$ cat src/hdr_regs_pkg.sv
package hdr_regs_pkg;

    // Bus geometry: one register per aligned 32-bit word, byte address = 4 * index.
    localparam int DAT_W = 32;
    localparam int ADR_W = 10;
    localparam int SEL_W = 4;
    localparam int BYTE_W = 8;
    localparam int IDX_LSB = 2;
    localparam int LEN_W = 16;

    // Register indices.
    localparam logic [7:0] IDX_SERIAL_TOP = 8'h1F;
    localparam logic [7:0] IDX_PAGE_SELECT = 8'h20;
    localparam logic [7:0] IDX_TXN_COUNT = 8'h21;
    localparam logic [7:0] IDX_LEN_LOW = 8'h22;
    localparam logic [7:0] IDX_LEN_HIGH = 8'h23;
    localparam logic [7:0] IDX_PAGED_FIRST = 8'h24;
    localparam logic [7:0] IDX_RESULT_SEQ = 8'h24;
    localparam logic [7:0] IDX_DIE_TEMP = 8'h25;
    localparam logic [7:0] IDX_VALID_ZONES = 8'h26;
    localparam logic [7:0] IDX_PAGED_LAST = 8'hDF;
    localparam logic [7:0] IDX_PAGE_COMMAND = 8'hF0;
    localparam int PAGED_DEPTH = 188;
    localparam int PAGED_AW = 8;

    // Serial value slice shown at the top serial byte.
    localparam int SERIAL_W = 32;
    localparam int SERIAL_TOP_MSB = 31;
    localparam int SERIAL_TOP_LSB = 24;

    // Page selector codes.
    localparam logic [7:0] PAGE_RESET = 8'h00;
    localparam logic [7:0] PAGE_RESULT = 8'h10;
    localparam logic [7:0] PAGE_COMMON = 8'h16;
    localparam logic [7:0] PAGE_DETECTOR_ONE = 8'h17;
    localparam logic [7:0] PAGE_DETECTOR_TWO = 8'h18;
    localparam logic [7:0] PAGE_FACTORY_CAL = 8'h19;
    localparam logic [7:0] PAGE_RAW_HISTOGRAM = 8'h81;

    // Application that owns the measurement result record.
    localparam logic [7:0] APP_MAIN = 8'h03;

    // Reset values and field layout of the result sequence byte.
    localparam logic [7:0] BYTE_RESET = 8'h00;
    localparam logic [15:0] LEN_RESET = 16'h0000;
    localparam int SUB_CAPTURE_W = 2;
    localparam logic [5:0] SEQ_STEP_EXT = 6'h01;
    localparam logic [7:0] SEQ_STEP = 8'h01;
    localparam logic [7:0] TXN_STEP = 8'h01;

    // Per-zone report codes from the measurement engine.
    typedef enum logic [1:0] {
        ZONE_INVALID = 2'h0,
        ZONE_ONE_TARGET = 2'h1,
        ZONE_TWO_TARGETS = 2'h2,
        ZONE_NO_TARGET = 2'h3
    } zone_status_t;

    // Bus slave sequencing.
    typedef enum logic [2:0] {
        BUS_IDLE = 3'b001,
        BUS_FETCH = 3'b010,
        BUS_DONE = 3'b100
    } bus_state_t;

endpackage

$ cat src/reg_access_if.sv
`timescale 1ns/1ns
interface reg_access_if import hdr_regs_pkg::*; ();
    logic req;
    logic we;
    logic sel_low;
    logic [BYTE_W-1:0] index;
    logic [BYTE_W-1:0] wdata;
    logic [BYTE_W-1:0] rdata;

    modport bus (output req, output we, output sel_low, output index, output wdata, input rdata);
    modport core (input req, input we, input sel_low, input index, input wdata, output rdata);
endinterface

$ cat src/paged_byte_ram.sv
`timescale 1ns/1ns
module paged_byte_ram import hdr_regs_pkg::*; #(
    parameter int DEPTH = PAGED_DEPTH,
    parameter int AW = PAGED_AW,
    parameter int W = BYTE_W
) (
    input wire logic mclk_i,
    input wire logic wr_en_i,
    input wire logic [AW-1:0] wr_addr_i,
    input wire logic [W-1:0] wr_data_i,
    input wire logic [AW-1:0] rd_addr_i,
    output logic [W-1:0] rd_data_o
);

    logic [W-1:0] mem [DEPTH];

    // Contents carry no reset; the firmware refills a page after every switch.
    always_ff @(posedge mclk_i) begin
        if (wr_en_i && (int'(wr_addr_i) < DEPTH)) begin
            mem[wr_addr_i] <= wr_data_i;
        end
    end

    // Registered read: data is valid one cycle after the address.
    always_ff @(posedge mclk_i) begin
        if (int'(rd_addr_i) < DEPTH) begin
            rd_data_o <= mem[rd_addr_i];
        end else begin
            rd_data_o <= '0;
        end
    end

endmodule

$ cat src/wb_byte_slave.sv
`timescale 1ns/1ns
module wb_byte_slave import hdr_regs_pkg::*; (
    input wire logic mclk_i,
    input wire logic rst_i,
    input wire logic wb_cyc_i,
    input wire logic wb_stb_i,
    input wire logic wb_we_i,
    input wire logic [ADR_W-1:0] wb_adr_i,
    input wire logic [SEL_W-1:0] wb_sel_i,
    input wire logic [DAT_W-1:0] wb_dat_i,
    output logic [DAT_W-1:0] wb_dat_o,
    output logic wb_ack_o,
    reg_access_if.bus acc
);

    bus_state_t state_ff;
    bus_state_t nxt_state;

    // The core sees one request pulse per bus cycle, taken only from idle.
    assign acc.req = (state_ff == BUS_IDLE) && wb_cyc_i && wb_stb_i;
    assign acc.we = wb_we_i;
    assign acc.sel_low = wb_sel_i[0];
    assign acc.index = wb_adr_i[ADR_W-1:IDX_LSB];
    assign acc.wdata = wb_dat_i[BYTE_W-1:0];

    // Fetch waits one cycle for the registered page memory before acking.
    always_comb begin
        case (state_ff)
            BUS_IDLE: nxt_state = acc.req ? BUS_FETCH : BUS_IDLE;
            BUS_FETCH: nxt_state = BUS_DONE;
            BUS_DONE: nxt_state = BUS_IDLE;
            default: nxt_state = BUS_IDLE;
        endcase
    end

    always_ff @(posedge mclk_i or posedge rst_i) begin
        if (rst_i) begin
            state_ff <= BUS_IDLE;
            wb_ack_o <= 1'b0;
            wb_dat_o <= '0;
        end else begin
            state_ff <= nxt_state;
            wb_ack_o <= (state_ff == BUS_FETCH);
            if (state_ff == BUS_FETCH) begin
                wb_dat_o <= {{(DAT_W-BYTE_W){1'b0}}, acc.rdata}; // Upper lanes read as zero.
            end
        end
    end

endmodule

$ cat src/result_page_header_registers.sv
`timescale 1ns/1ns
// Operation
// - The top serial byte at 0x1F shows serial bits 31:24, read-only, with no reset value.
// - The page selector at 0x20 chooses what the range 0x24 to 0xDF shows and resets to zero.
// - Selector 0x10 shows the measurement result record and 0x16 the common configuration page.
// - Selector 0x17 shows detector configuration page one and 0x18 page two.
// - Selector 0x19 shows the factory calibration page and 0x81 the raw histogram page.
// - The transaction counter at 0x21 is read-only, resets to zero and changes on every transaction.
// - The payload length is 16 bits read-only, low byte at 0x22, high byte at 0x23, reset to zero.
// - The result fields from 0x24 are valid only with application 0x03 and selector 0x10.
// - The result sequence byte at 0x24 is read-only, resets to zero and advances per record.
// - In extended zone mode bits 1:0 carry the sub-capture index and bits 7:2 the running count.
// - The die temperature at 0x25 is a signed whole-degree byte, read-only, reset to zero.
// - The valid-zone count at 0x26 counts zones with one, two or no target, read-only, reset to zero.
// - A zone that reports no target is counted as valid.
module result_page_header_registers import hdr_regs_pkg::*; #(
    parameter int NUM_ZONES = 64
) (
    input wire logic mclk_i,
    input wire logic rst_i,
    input wire logic wb_cyc_i,
    input wire logic wb_stb_i,
    input wire logic wb_we_i,
    input wire logic [ADR_W-1:0] wb_adr_i,
    input wire logic [SEL_W-1:0] wb_sel_i,
    input wire logic [DAT_W-1:0] wb_dat_i,
    output logic [DAT_W-1:0] wb_dat_o,
    output logic wb_ack_o,
    input wire logic [SERIAL_W-1:0] serial_i,
    input wire logic [BYTE_W-1:0] app_id_i,
    input wire logic [LEN_W-1:0] payload_len_i,
    input wire logic result_strobe_i,
    input wire logic extended_mode_i,
    input wire logic [SUB_CAPTURE_W-1:0] sub_capture_i,
    input wire logic [BYTE_W-1:0] temperature_i,
    input wire logic [2*NUM_ZONES-1:0] zone_status_i,
    input wire logic page_wr_i,
    input wire logic [PAGED_AW-1:0] page_waddr_i,
    input wire logic [BYTE_W-1:0] page_wdata_i,
    output logic [BYTE_W-1:0] page_select_o,
    output logic page_changed_o
);

    // The tally must also hold the case where every zone is valid, hence the
    // extra value in the width calculation.
    localparam int CNT_W = $clog2(NUM_ZONES + 1);

    // One byte access per bus cycle travels from the bus slave to the core.
    reg_access_if acc ();

    // Registered header state and the captured result record.
    logic [BYTE_W-1:0] page_ff;
    logic [BYTE_W-1:0] txn_ff;
    logic [LEN_W-1:0] len_ff;
    logic [BYTE_W-1:0] seq_ff;
    logic [BYTE_W-1:0] temp_ff;
    logic [BYTE_W-1:0] zones_ff;
    logic page_changed_ff;

    // Next values and helpers of the result capture.
    logic [BYTE_W-1:0] nxt_seq;
    logic [BYTE_W-1:0] nxt_zones;
    logic [CNT_W-1:0] zone_sum;
    logic [NUM_ZONES-1:0] zone_valid;
    logic [BYTE_W-1:0] ram_rdata;

    // Decode and read-path nets.
    wire logic host_write;
    wire logic cmd_write;
    wire logic page_known;
    wire logic page_switch;
    wire logic txn_event;
    wire logic results_visible;
    wire logic in_paged;
    wire logic in_result_fields;

    // Command code and register select lines.
    wire logic cmd_result;
    wire logic cmd_common;
    wire logic cmd_detector_one;
    wire logic cmd_detector_two;
    wire logic cmd_factory_cal;
    wire logic cmd_raw_histogram;
    wire logic hit_serial;
    wire logic hit_page;
    wire logic hit_txn;
    wire logic hit_len_low;
    wire logic hit_len_high;
    wire logic hit_seq;
    wire logic hit_temp;
    wire logic [PAGED_AW-1:0] ram_raddr;
    wire logic [BYTE_W-1:0] header_rdata;
    wire logic [BYTE_W-1:0] paged_rdata;
    wire logic [BYTE_W-1:0] result_rdata;
    wire logic [SERIAL_TOP_LSB:0] unused_serial;

    // Bus slave: takes the Wishbone cycle and hands one byte access to the core.
    // Writes act at the edge that takes the request; reads are captured one
    // cycle later so that the registered page memory has settled.
    // The ack therefore comes at a fixed distance from the request.
    wb_byte_slave u_bus (
        .mclk_i(mclk_i),
        .rst_i(rst_i),
        .wb_cyc_i(wb_cyc_i),
        .wb_stb_i(wb_stb_i),
        .wb_we_i(wb_we_i),
        .wb_adr_i(wb_adr_i),
        .wb_sel_i(wb_sel_i),
        .wb_dat_i(wb_dat_i),
        .wb_dat_o(wb_dat_o),
        .wb_ack_o(wb_ack_o),
        .acc(acc.bus)
    );

    // Paged content other than the live result fields lives in a small memory
    // that the firmware rewrites whenever the selector moves.
    // The memory has no reset; a page never filled reads whatever the cells
    // held, so software should wait for fresh content first.
    // Writes beyond the memory depth are dropped.
    paged_byte_ram #(
        .DEPTH(PAGED_DEPTH),
        .AW(PAGED_AW),
        .W(BYTE_W)
    ) u_page_ram (
        .mclk_i(mclk_i),
        .wr_en_i(page_wr_i),
        .wr_addr_i(page_waddr_i),
        .wr_data_i(page_wdata_i),
        .rd_addr_i(ram_raddr),
        .rd_data_o(ram_rdata)
    );

    // Only the command register accepts a write; every other index ignores it.
    // The command lives in the low byte lane, so a write that does not
    // enable that lane is taken as no command at all.
    // Read-only writes dropped.
    assign host_write = acc.req && acc.we && acc.sel_low;
    assign cmd_write = host_write && (acc.index == IDX_PAGE_COMMAND);

    // The selector is steered only through the command register, never by a
    // write to its own address, and unknown page codes leave it untouched.
    // Command-driven page change.
    assign cmd_result = (acc.wdata == PAGE_RESULT);
    assign cmd_common = (acc.wdata == PAGE_COMMON);
    assign cmd_detector_one = (acc.wdata == PAGE_DETECTOR_ONE);
    assign cmd_detector_two = (acc.wdata == PAGE_DETECTOR_TWO);
    assign cmd_factory_cal = (acc.wdata == PAGE_FACTORY_CAL);
    assign cmd_raw_histogram = (acc.wdata == PAGE_RAW_HISTOGRAM);

    // An unknown code is dropped rather than stored, so the selector only
    // ever names a page that the firmware knows how to fill.
    assign page_known = cmd_result
                     || cmd_common
                     || cmd_detector_one
                     || cmd_detector_two
                     || cmd_factory_cal
                     || cmd_raw_histogram;

    // A command is applied only when it carries a known code.
    assign page_switch = cmd_write && page_known;

    // A page switch and a newly published result record both count as transactions.
    // When both fall in one cycle they are a single transaction: the counter
    // moves once and the length of the new content is the one captured.
    assign txn_event = page_switch || result_strobe_i;

    // The record fields mean something only for the main application on the
    // result page; anywhere else the page memory shows through.
    // Result field gating.
    assign results_visible = (app_id_i == APP_MAIN) && (page_ff == PAGE_RESULT);

    // Address decode of the paged window and of the live result fields within it.
    // Indices below the window wrap to large memory addresses; the memory
    // answers zero beyond its depth and the mux never picks them anyway.
    assign in_paged = (acc.index >= IDX_PAGED_FIRST) && (acc.index <= IDX_PAGED_LAST);
    assign in_result_fields = results_visible && (acc.index >= IDX_RESULT_SEQ) && (acc.index <= IDX_VALID_ZONES);
    assign ram_raddr = PAGED_AW'(acc.index - IDX_PAGED_FIRST);

    // One select line per register keeps the read muxes flat and easy to
    // hold against the register map.
    assign hit_serial = (acc.index == IDX_SERIAL_TOP);
    assign hit_page = (acc.index == IDX_PAGE_SELECT);
    assign hit_txn = (acc.index == IDX_TXN_COUNT);
    assign hit_len_low = (acc.index == IDX_LEN_LOW);
    assign hit_len_high = (acc.index == IDX_LEN_HIGH);
    assign hit_seq = (acc.index == IDX_RESULT_SEQ);
    assign hit_temp = (acc.index == IDX_DIE_TEMP);

    // Header registers below the paged window; unmapped indices, the
    // write-only command register among them, read as zero.
    // The serial byte passes straight through with no register, so it has
    // no reset value of its own and follows the serial input at all times.
    // Top serial byte.
    assign header_rdata = hit_serial ? serial_i[SERIAL_TOP_MSB:SERIAL_TOP_LSB]
                        : hit_page ? page_ff
                        : hit_txn ? txn_ff
                        : hit_len_low ? len_ff[BYTE_W-1:0]
                        : hit_len_high ? len_ff[LEN_W-1:BYTE_W]
                        : BYTE_RESET;

    // Live result fields, shown over the memory only while the record is mapped.
    assign result_rdata = hit_seq ? seq_ff
                        : hit_temp ? temp_ff
                        : zones_ff;
    // Every page other than the live record is served from the memory; the
    // selector only decides whether the record fields cover its first bytes.
    // Paged content selection.
    assign paged_rdata = in_result_fields ? result_rdata : ram_rdata;
    assign acc.rdata = in_paged ? paged_rdata : header_rdata;

    // The lower serial bytes belong to other registers and are not shown here.
    // The sink marks them, and the pulse that only feeds an output, as unused.
    assign unused_serial = {serial_i[SERIAL_TOP_LSB-1:0], page_changed_ff};

    // Each zone is judged on its own report code. Only the invalid code is
    // left out; a zone that saw no target still finished its measurement.
    // No-target counts valid.
    generate
        for (genvar z = 0; z < NUM_ZONES; z++) begin : g_zone
            wire logic [1:0] code = zone_status_i[2*z +: 2];
            assign zone_valid[z] = (code == ZONE_ONE_TARGET)
                                || (code == ZONE_TWO_TARGETS)
                                || (code == ZONE_NO_TARGET);
        end
    endgenerate

    // Population count of the valid zones; the count saturates nowhere and only
    // its low byte is kept, which holds the default of 64 zones; nothing limits the parameter.
    // The sum is formed every cycle but captured only on a result strobe.
    // Valid-zone tally.
    always_comb begin
        zone_sum = '0;
        for (int i = 0; i < NUM_ZONES; i++) begin
            zone_sum = zone_sum + CNT_W'(zone_valid[i]);
        end
    end
    assign nxt_zones = BYTE_W'(zone_sum);

    // In extended mode the low bits hold the sub-capture, so the running count
    // wraps every 64 records instead of every 256.
    // The sub-capture index is taken from the engine with each record; the
    // count in the upper bits steps by one per record whatever the index.
    // Sequence byte update.
    assign nxt_seq = extended_mode_i
                   ? {seq_ff[BYTE_W-1:SUB_CAPTURE_W] + SEQ_STEP_EXT, sub_capture_i}
                   : seq_ff + SEQ_STEP;

    // Page selector and change notice to the firmware, which must refill the memory.
    // Both move at the edge that takes the command, one edge before the bus
    // ack, so a read that follows the ack already sees the new page.
    // Selector reset and update.
    always_ff @(posedge mclk_i or posedge rst_i) begin
        if (rst_i) begin
            page_ff <= PAGE_RESET;
            page_changed_ff <= 1'b0;
        end else begin
            page_changed_ff <= page_switch;
            if (page_switch) begin
                page_ff <= acc.wdata;
            end
        end
    end

    // Transaction identifier and the payload length that goes with it.
    // The two length bytes are separate reads with no latch between them; a
    // transaction between them gives a torn value, so software should read
    // the counter before and after the pair and retry if it moved.
    // Transaction and length.
    always_ff @(posedge mclk_i or posedge rst_i) begin
        if (rst_i) begin
            txn_ff <= BYTE_RESET;
            len_ff <= LEN_RESET;
        end else if (txn_event) begin
            txn_ff <= txn_ff + TXN_STEP;
            len_ff <= payload_len_i;
        end
    end

    // Result record fields are captured together so a reader never sees a mix
    // of two records within one published set.
    // The temperature is kept as raw two's complement bits; nothing here
    // converts or clamps it, so the whole signed byte range passes through.
    // Signed temperature capture.
    always_ff @(posedge mclk_i or posedge rst_i) begin
        if (rst_i) begin
            seq_ff <= BYTE_RESET;
            temp_ff <= BYTE_RESET;
            zones_ff <= BYTE_RESET;
        end else if (result_strobe_i) begin
            seq_ff <= nxt_seq;
            temp_ff <= temperature_i;
            zones_ff <= nxt_zones;
        end
    end

    // Status outputs come straight from their registers.
    // The change pulse lets the firmware start refilling the page memory
    // without polling the selector.
    assign page_select_o = page_ff;
    assign page_changed_o = page_changed_ff;

endmodule

$ cat config.mk
export PLATFORM = sky130hd
export DESIGN_NAME = result_page_header_registers
export DESIGN_NICKNAME = d
export VERILOG_FILES = /design/src/hdr_regs_pkg.sv /design/src/reg_access_if.sv /design/src/paged_byte_ram.sv /design/src/wb_byte_slave.sv /design/src/result_page_header_registers.sv
export SDC_FILE = /design/constraint.sdc
export NUM_CORES = 2
export LEC_CHECK = 0
export BUFFER_PORTS_ARGS = -buffer_cell sky130_fd_sc_hd__buf_4
export CAP_MARGIN = 20
export CORE_MARGIN = 1.5
export CORE_UTILIZATION = 52
export DETAILED_ROUTE_END_ITERATION = 12
export GPL_ROUTABILITY_DRIVEN = 0
export GPL_TIMING_DRIVEN = 0
export PLACE_DENSITY = 0.69
export REMOVE_ABC_BUFFERS = 1
export SLEW_MARGIN = 0
export SYNTH_ARGS = -nofsm -noshare
export SYNTH_HDL_FRONTEND = slang
export SYNTH_SLANG_ARGS = --single-unit
export TNS_END_PERCENT = 30
$ cat constraint.sdc
create_clock -name mclk_i -period 5.2 [get_ports mclk_i]
set_clock_uncertainty 0.05 [all_clocks]
set_input_delay 0.52 -clock mclk_i [delete_from_list [all_inputs] [get_ports mclk_i]]
set_output_delay 0.52 -clock mclk_i [all_outputs]
set_load 0.01 [all_outputs]
==> results.sh <==
export IMPL_grt_remaining_overflow=0
export IMPL_critPathMaxFanout=2
export IMPL_fillers=8852
export IMPL_syn_cell_area_sq_um=64700
export IMPL_core_sq_um=124000
export IMPL_die_h_um=356
export IMPL_rows=129
export IMPL_synth_seq_cells=1579
export IMPL_ios=306
export IMPL_tightest_slew_ns=1.17
export IMPL_crit_type="in2reg"
export IMPL_dp_cells=5097
export IMPL_clock_latency_ns=0.78
export IMPL_die_w_um=356
export IMPL_cts_tree="done"
export IMPL_max_cap_violations=0
export IMPL_grt_pass1_vias=33500
export IMPL_finish_utilization_pct=59.7
export IMPL_finalInstanceArea_sq_um=73900
export IMPL_grt_max_degree=129
export IMPL_hold_class="in2reg"
export IMPL_dieArea_sq_um=127000
export IMPL_cts_buffers=158
export IMPL_grt_busiest_layer="met2"
export IMPL_ys_seq_area_share_pct=72.6
export IMPL_p_leak_nw=24.4
export IMPL_ys_warnings_count=0
export IMPL_violations="setup timing"
export IMPL_antenna_found_initial=8
export IMPL_rsz0062_at_grt="yes"
export IMPL_finalWorstPathRequiredPeriod_ns=5.53
export IMPL_grt_use_total_pct=24.7
export IMPL_final_period_utilization_pct=106
export IMPL_p_per_area_nw_per_um2=414
export IMPL_end_kind="flop"
export IMPL_slew_viol_final=0
export IMPL_finalNonFillerCells=5421
export IMPL_use_met3_pct=3.62
export IMPL_detail_route_wl_per_cell_um=28.7
export IMPL_start_util_pct=52.3
export IMPL_viasPerCell=6.17
export IMPL_ctsLongestPathBuffers=3
export IMPL_ant_nets=0
export IMPL_final_nets=3994
export IMPL_async_flop_share_pct=4.24
export IMPL_clk_root_buffer_cell="clkbuf_16"
export IMPL_grt_pass1_wl_um=226000
export IMPL_final_hold_viol_count=0
export IMPL_ir_drop_uv=1070
export IMPL_synthFlopType="edfxtp_1"
export IMPL_maxSlewHeadroom_pct=20.8
export IMPL_grt_met1_usage_pct=34.5
export IMPL_grt_util_met2_pct=40.1
export IMPL_final_setup_viol_count=5
export IMPL_seq_area_sq_um=47000
export IMPL_status="finished with violations"
export IMPL_htreeDepth=4
export IMPL_numClockSinks=1579
export IMPL_drc=0
export IMPL_syn_area_per_cell_sq_um=19.2
export IMPL_syn2layout_area_growth_pct=14.1
export IMPL_syn_inst=3366
export IMPL_io_buffers=228
export IMPL_drive_gt1_share_pct=24.7
export IMPL_hpwl_um=96100
export IMPL_startpoint_type="primary input"
export IMPL_drt_iter0_markers=3801
export IMPL_timing_fmax_mhz=181
export IMPL_synth_edff_count=1504
export IMPL_synth_distinct_cells=77
export IMPL_firstDrtPassIters=6
export IMPL_cts_reportedPaths_clkPinSlew_ns=0.06
export IMPL_multi_input_area_sq_um=16400
export IMPL_worstPathRequired_ns=5.79
export IMPL_postPlaceCellArea_sq_um=68600
export IMPL_arrival_ns=6.12
export IMPL_wirelength_um=155000
export IMPL_setup_slack_ns=-0.328
export IMPL_vias=33400
## registers in the layout (all words and copies together) (netlist names)
register / cells
len_ff: 16
page_changed_o: 1
page_select_o: 8
seq_ff: 8
temp_ff: 8
txn_ff: 8
u_bus.state_ff: 3
u_bus.wb_dat_o: 8
u_page_ram.mem: 1504
u_page_ram.rd_data_o: 8
zones_ff: 7
## final timing paths
| kind | startpoint | to | slack (ns) | cells after the start |
|---|---|---|---|---|
| worst min register to register | seq_ff[7] | seq_ff[7] | 0.42 | 1 |
| max in group asynchronous | rst_i | txn_ff[1] | 4.09 | 3 |
| worst min-delay path | sub_capture_i[1] | seq_ff[1] | 0.05 | 3 |
| worst max-delay path | zone_status_i[59] | zones_ff[4] | -0.33 | 19 |
| min in group asynchronous | rst_i | temp_ff[1] | 0.46 | 3 |
| worst max register to register | u_page_ram.mem[82][5] | u_page_ram.rd_data_o[5] | 2.30 | 6 |
## cells by family after synthesis
kind of cell	share of synthesized area, %
compound gates	2.36
xor+xnor	0.230
fa+ha+maj	2.10
buf+inv	2.42
flops	72.6
mux	15.5
other cells	0.00579
simple gates	4.78
## cells in the mapped netlist, types with 33 or more instances
cell	count	area, sq um
a21oi_1	33	165
buf_2	40	200
buf_4	51	383
clkbuf_1	81	304
dfrtp_1	66	1650
edfxtp_1	1504	45200
fa_1	54	1080
inv_1	71	267
mux2_2	35	394
mux2i_1	97	971
mux4_2	362	8150
nand2_1	171	642
nand3_1	78	390
nor2_1	294	1100
## layout by cell type, fill, tap and decap left out, types with 15 or more instances in the layout
master / netlist / final
inv_1: 71 / 68
a21oi_1: 33 / 31
a31oi_1: 15 / 15
mux4_1: 19 / 19
nand3_1: 78 / 76
nand2_1: 171 / 171
mux2i_1: 97 / 97
clkbuf_16: 0 / 162
clkinv_1: 1 / 45
a221oi_1: 16 / 16
mux2_2: 35 / 34
edfxtp_1: 1504 / 1504
dlygate4sd3_1: 0 / 32
a22oi_1: 15 / 15
dfrtp_1: 66 / 66
nor2_1: 294 / 286
nand4_1: 31 / 31
nor2b_1: 20 / 17
a211oi_1: 17 / 16
clkinv_2: 0 / 23
o21ai_0: 21 / 20
a22o_1: 15 / 15
buf_8: 1 / 15
buf_4: 51 / 219
conb_1: 1 / 24
ha_1: 22 / 20
clkbuf_1: 81 / 36
fa_1: 54 / 52
buf_16: 0 / 33
mux4_2: 362 / 362
nor3_1: 17 / 16
## critical path: stages
cell and delay (ns):
buf_6 0.09, or2_4 0.24, fa_1 0.53, inv_1 0.05, fa_1 0.49, fa_1 0.44
fa_1 0.54, fa_2 0.62, fa_1 0.43, fa_1 0.45, fa_1 0.51, inv_2 0.05
ha_4 0.16, inv_2 0.05, fa_2 0.19, nor2b_2 0.04, o21a_1 0.18, or3_1 0.30
a31o_2 0.24
## final cells by class
cell class                      instances  area share (%)
Sequential cell                      1579            63.6
Multi-Input combinational cell       1527            22.2
Clock inverter                         86           0.850
Clock buffer                          201            5.73
Tap cell                             1637            2.77
Timing Repair Buffer                  315            4.49
Inverter                               73           0.376
Antenna cell                            3          0.0102
## per-stage QoR
stage	setup TNS (ns)	worst slack [ns]	hold slack [ns]	total power, W
floorplan	-22.80	-2.38	0.386	0.0180
global placement	-306.76	-12.08	0.411	0.0197
detailed placement	-9.87	-1.43	0.412	0.0197
CTS	-1.50	-0.399	0.00604	0.0307
global route	-1.92	-0.471	0.0483	0.0319
finish	-1.17	-0.328	0.0491	0.0305
## layer usage
layer	wire [um]	part of all wire [%]
met1	61400	40
met2	77100	50
met3	12000	7.7
met4	4910	3.2
met5	40	0.026
## what timing repair did
item,4_1_cts,5_1_grt
pin swaps,14,9
setup endpoints to repair,6,6
gates resized for setup,14,7
hold endpoints to repair,97,0
setup buffers,2,0
gates cloned,0,0
hold buffers,32,0
## where the power goes
group,internal [W],switching (W)
combinational,0.00266,0.00288
sequential,0.0141,0.000138
clock,0.00601,0.00474
Power figures use the tool's default switching activity.
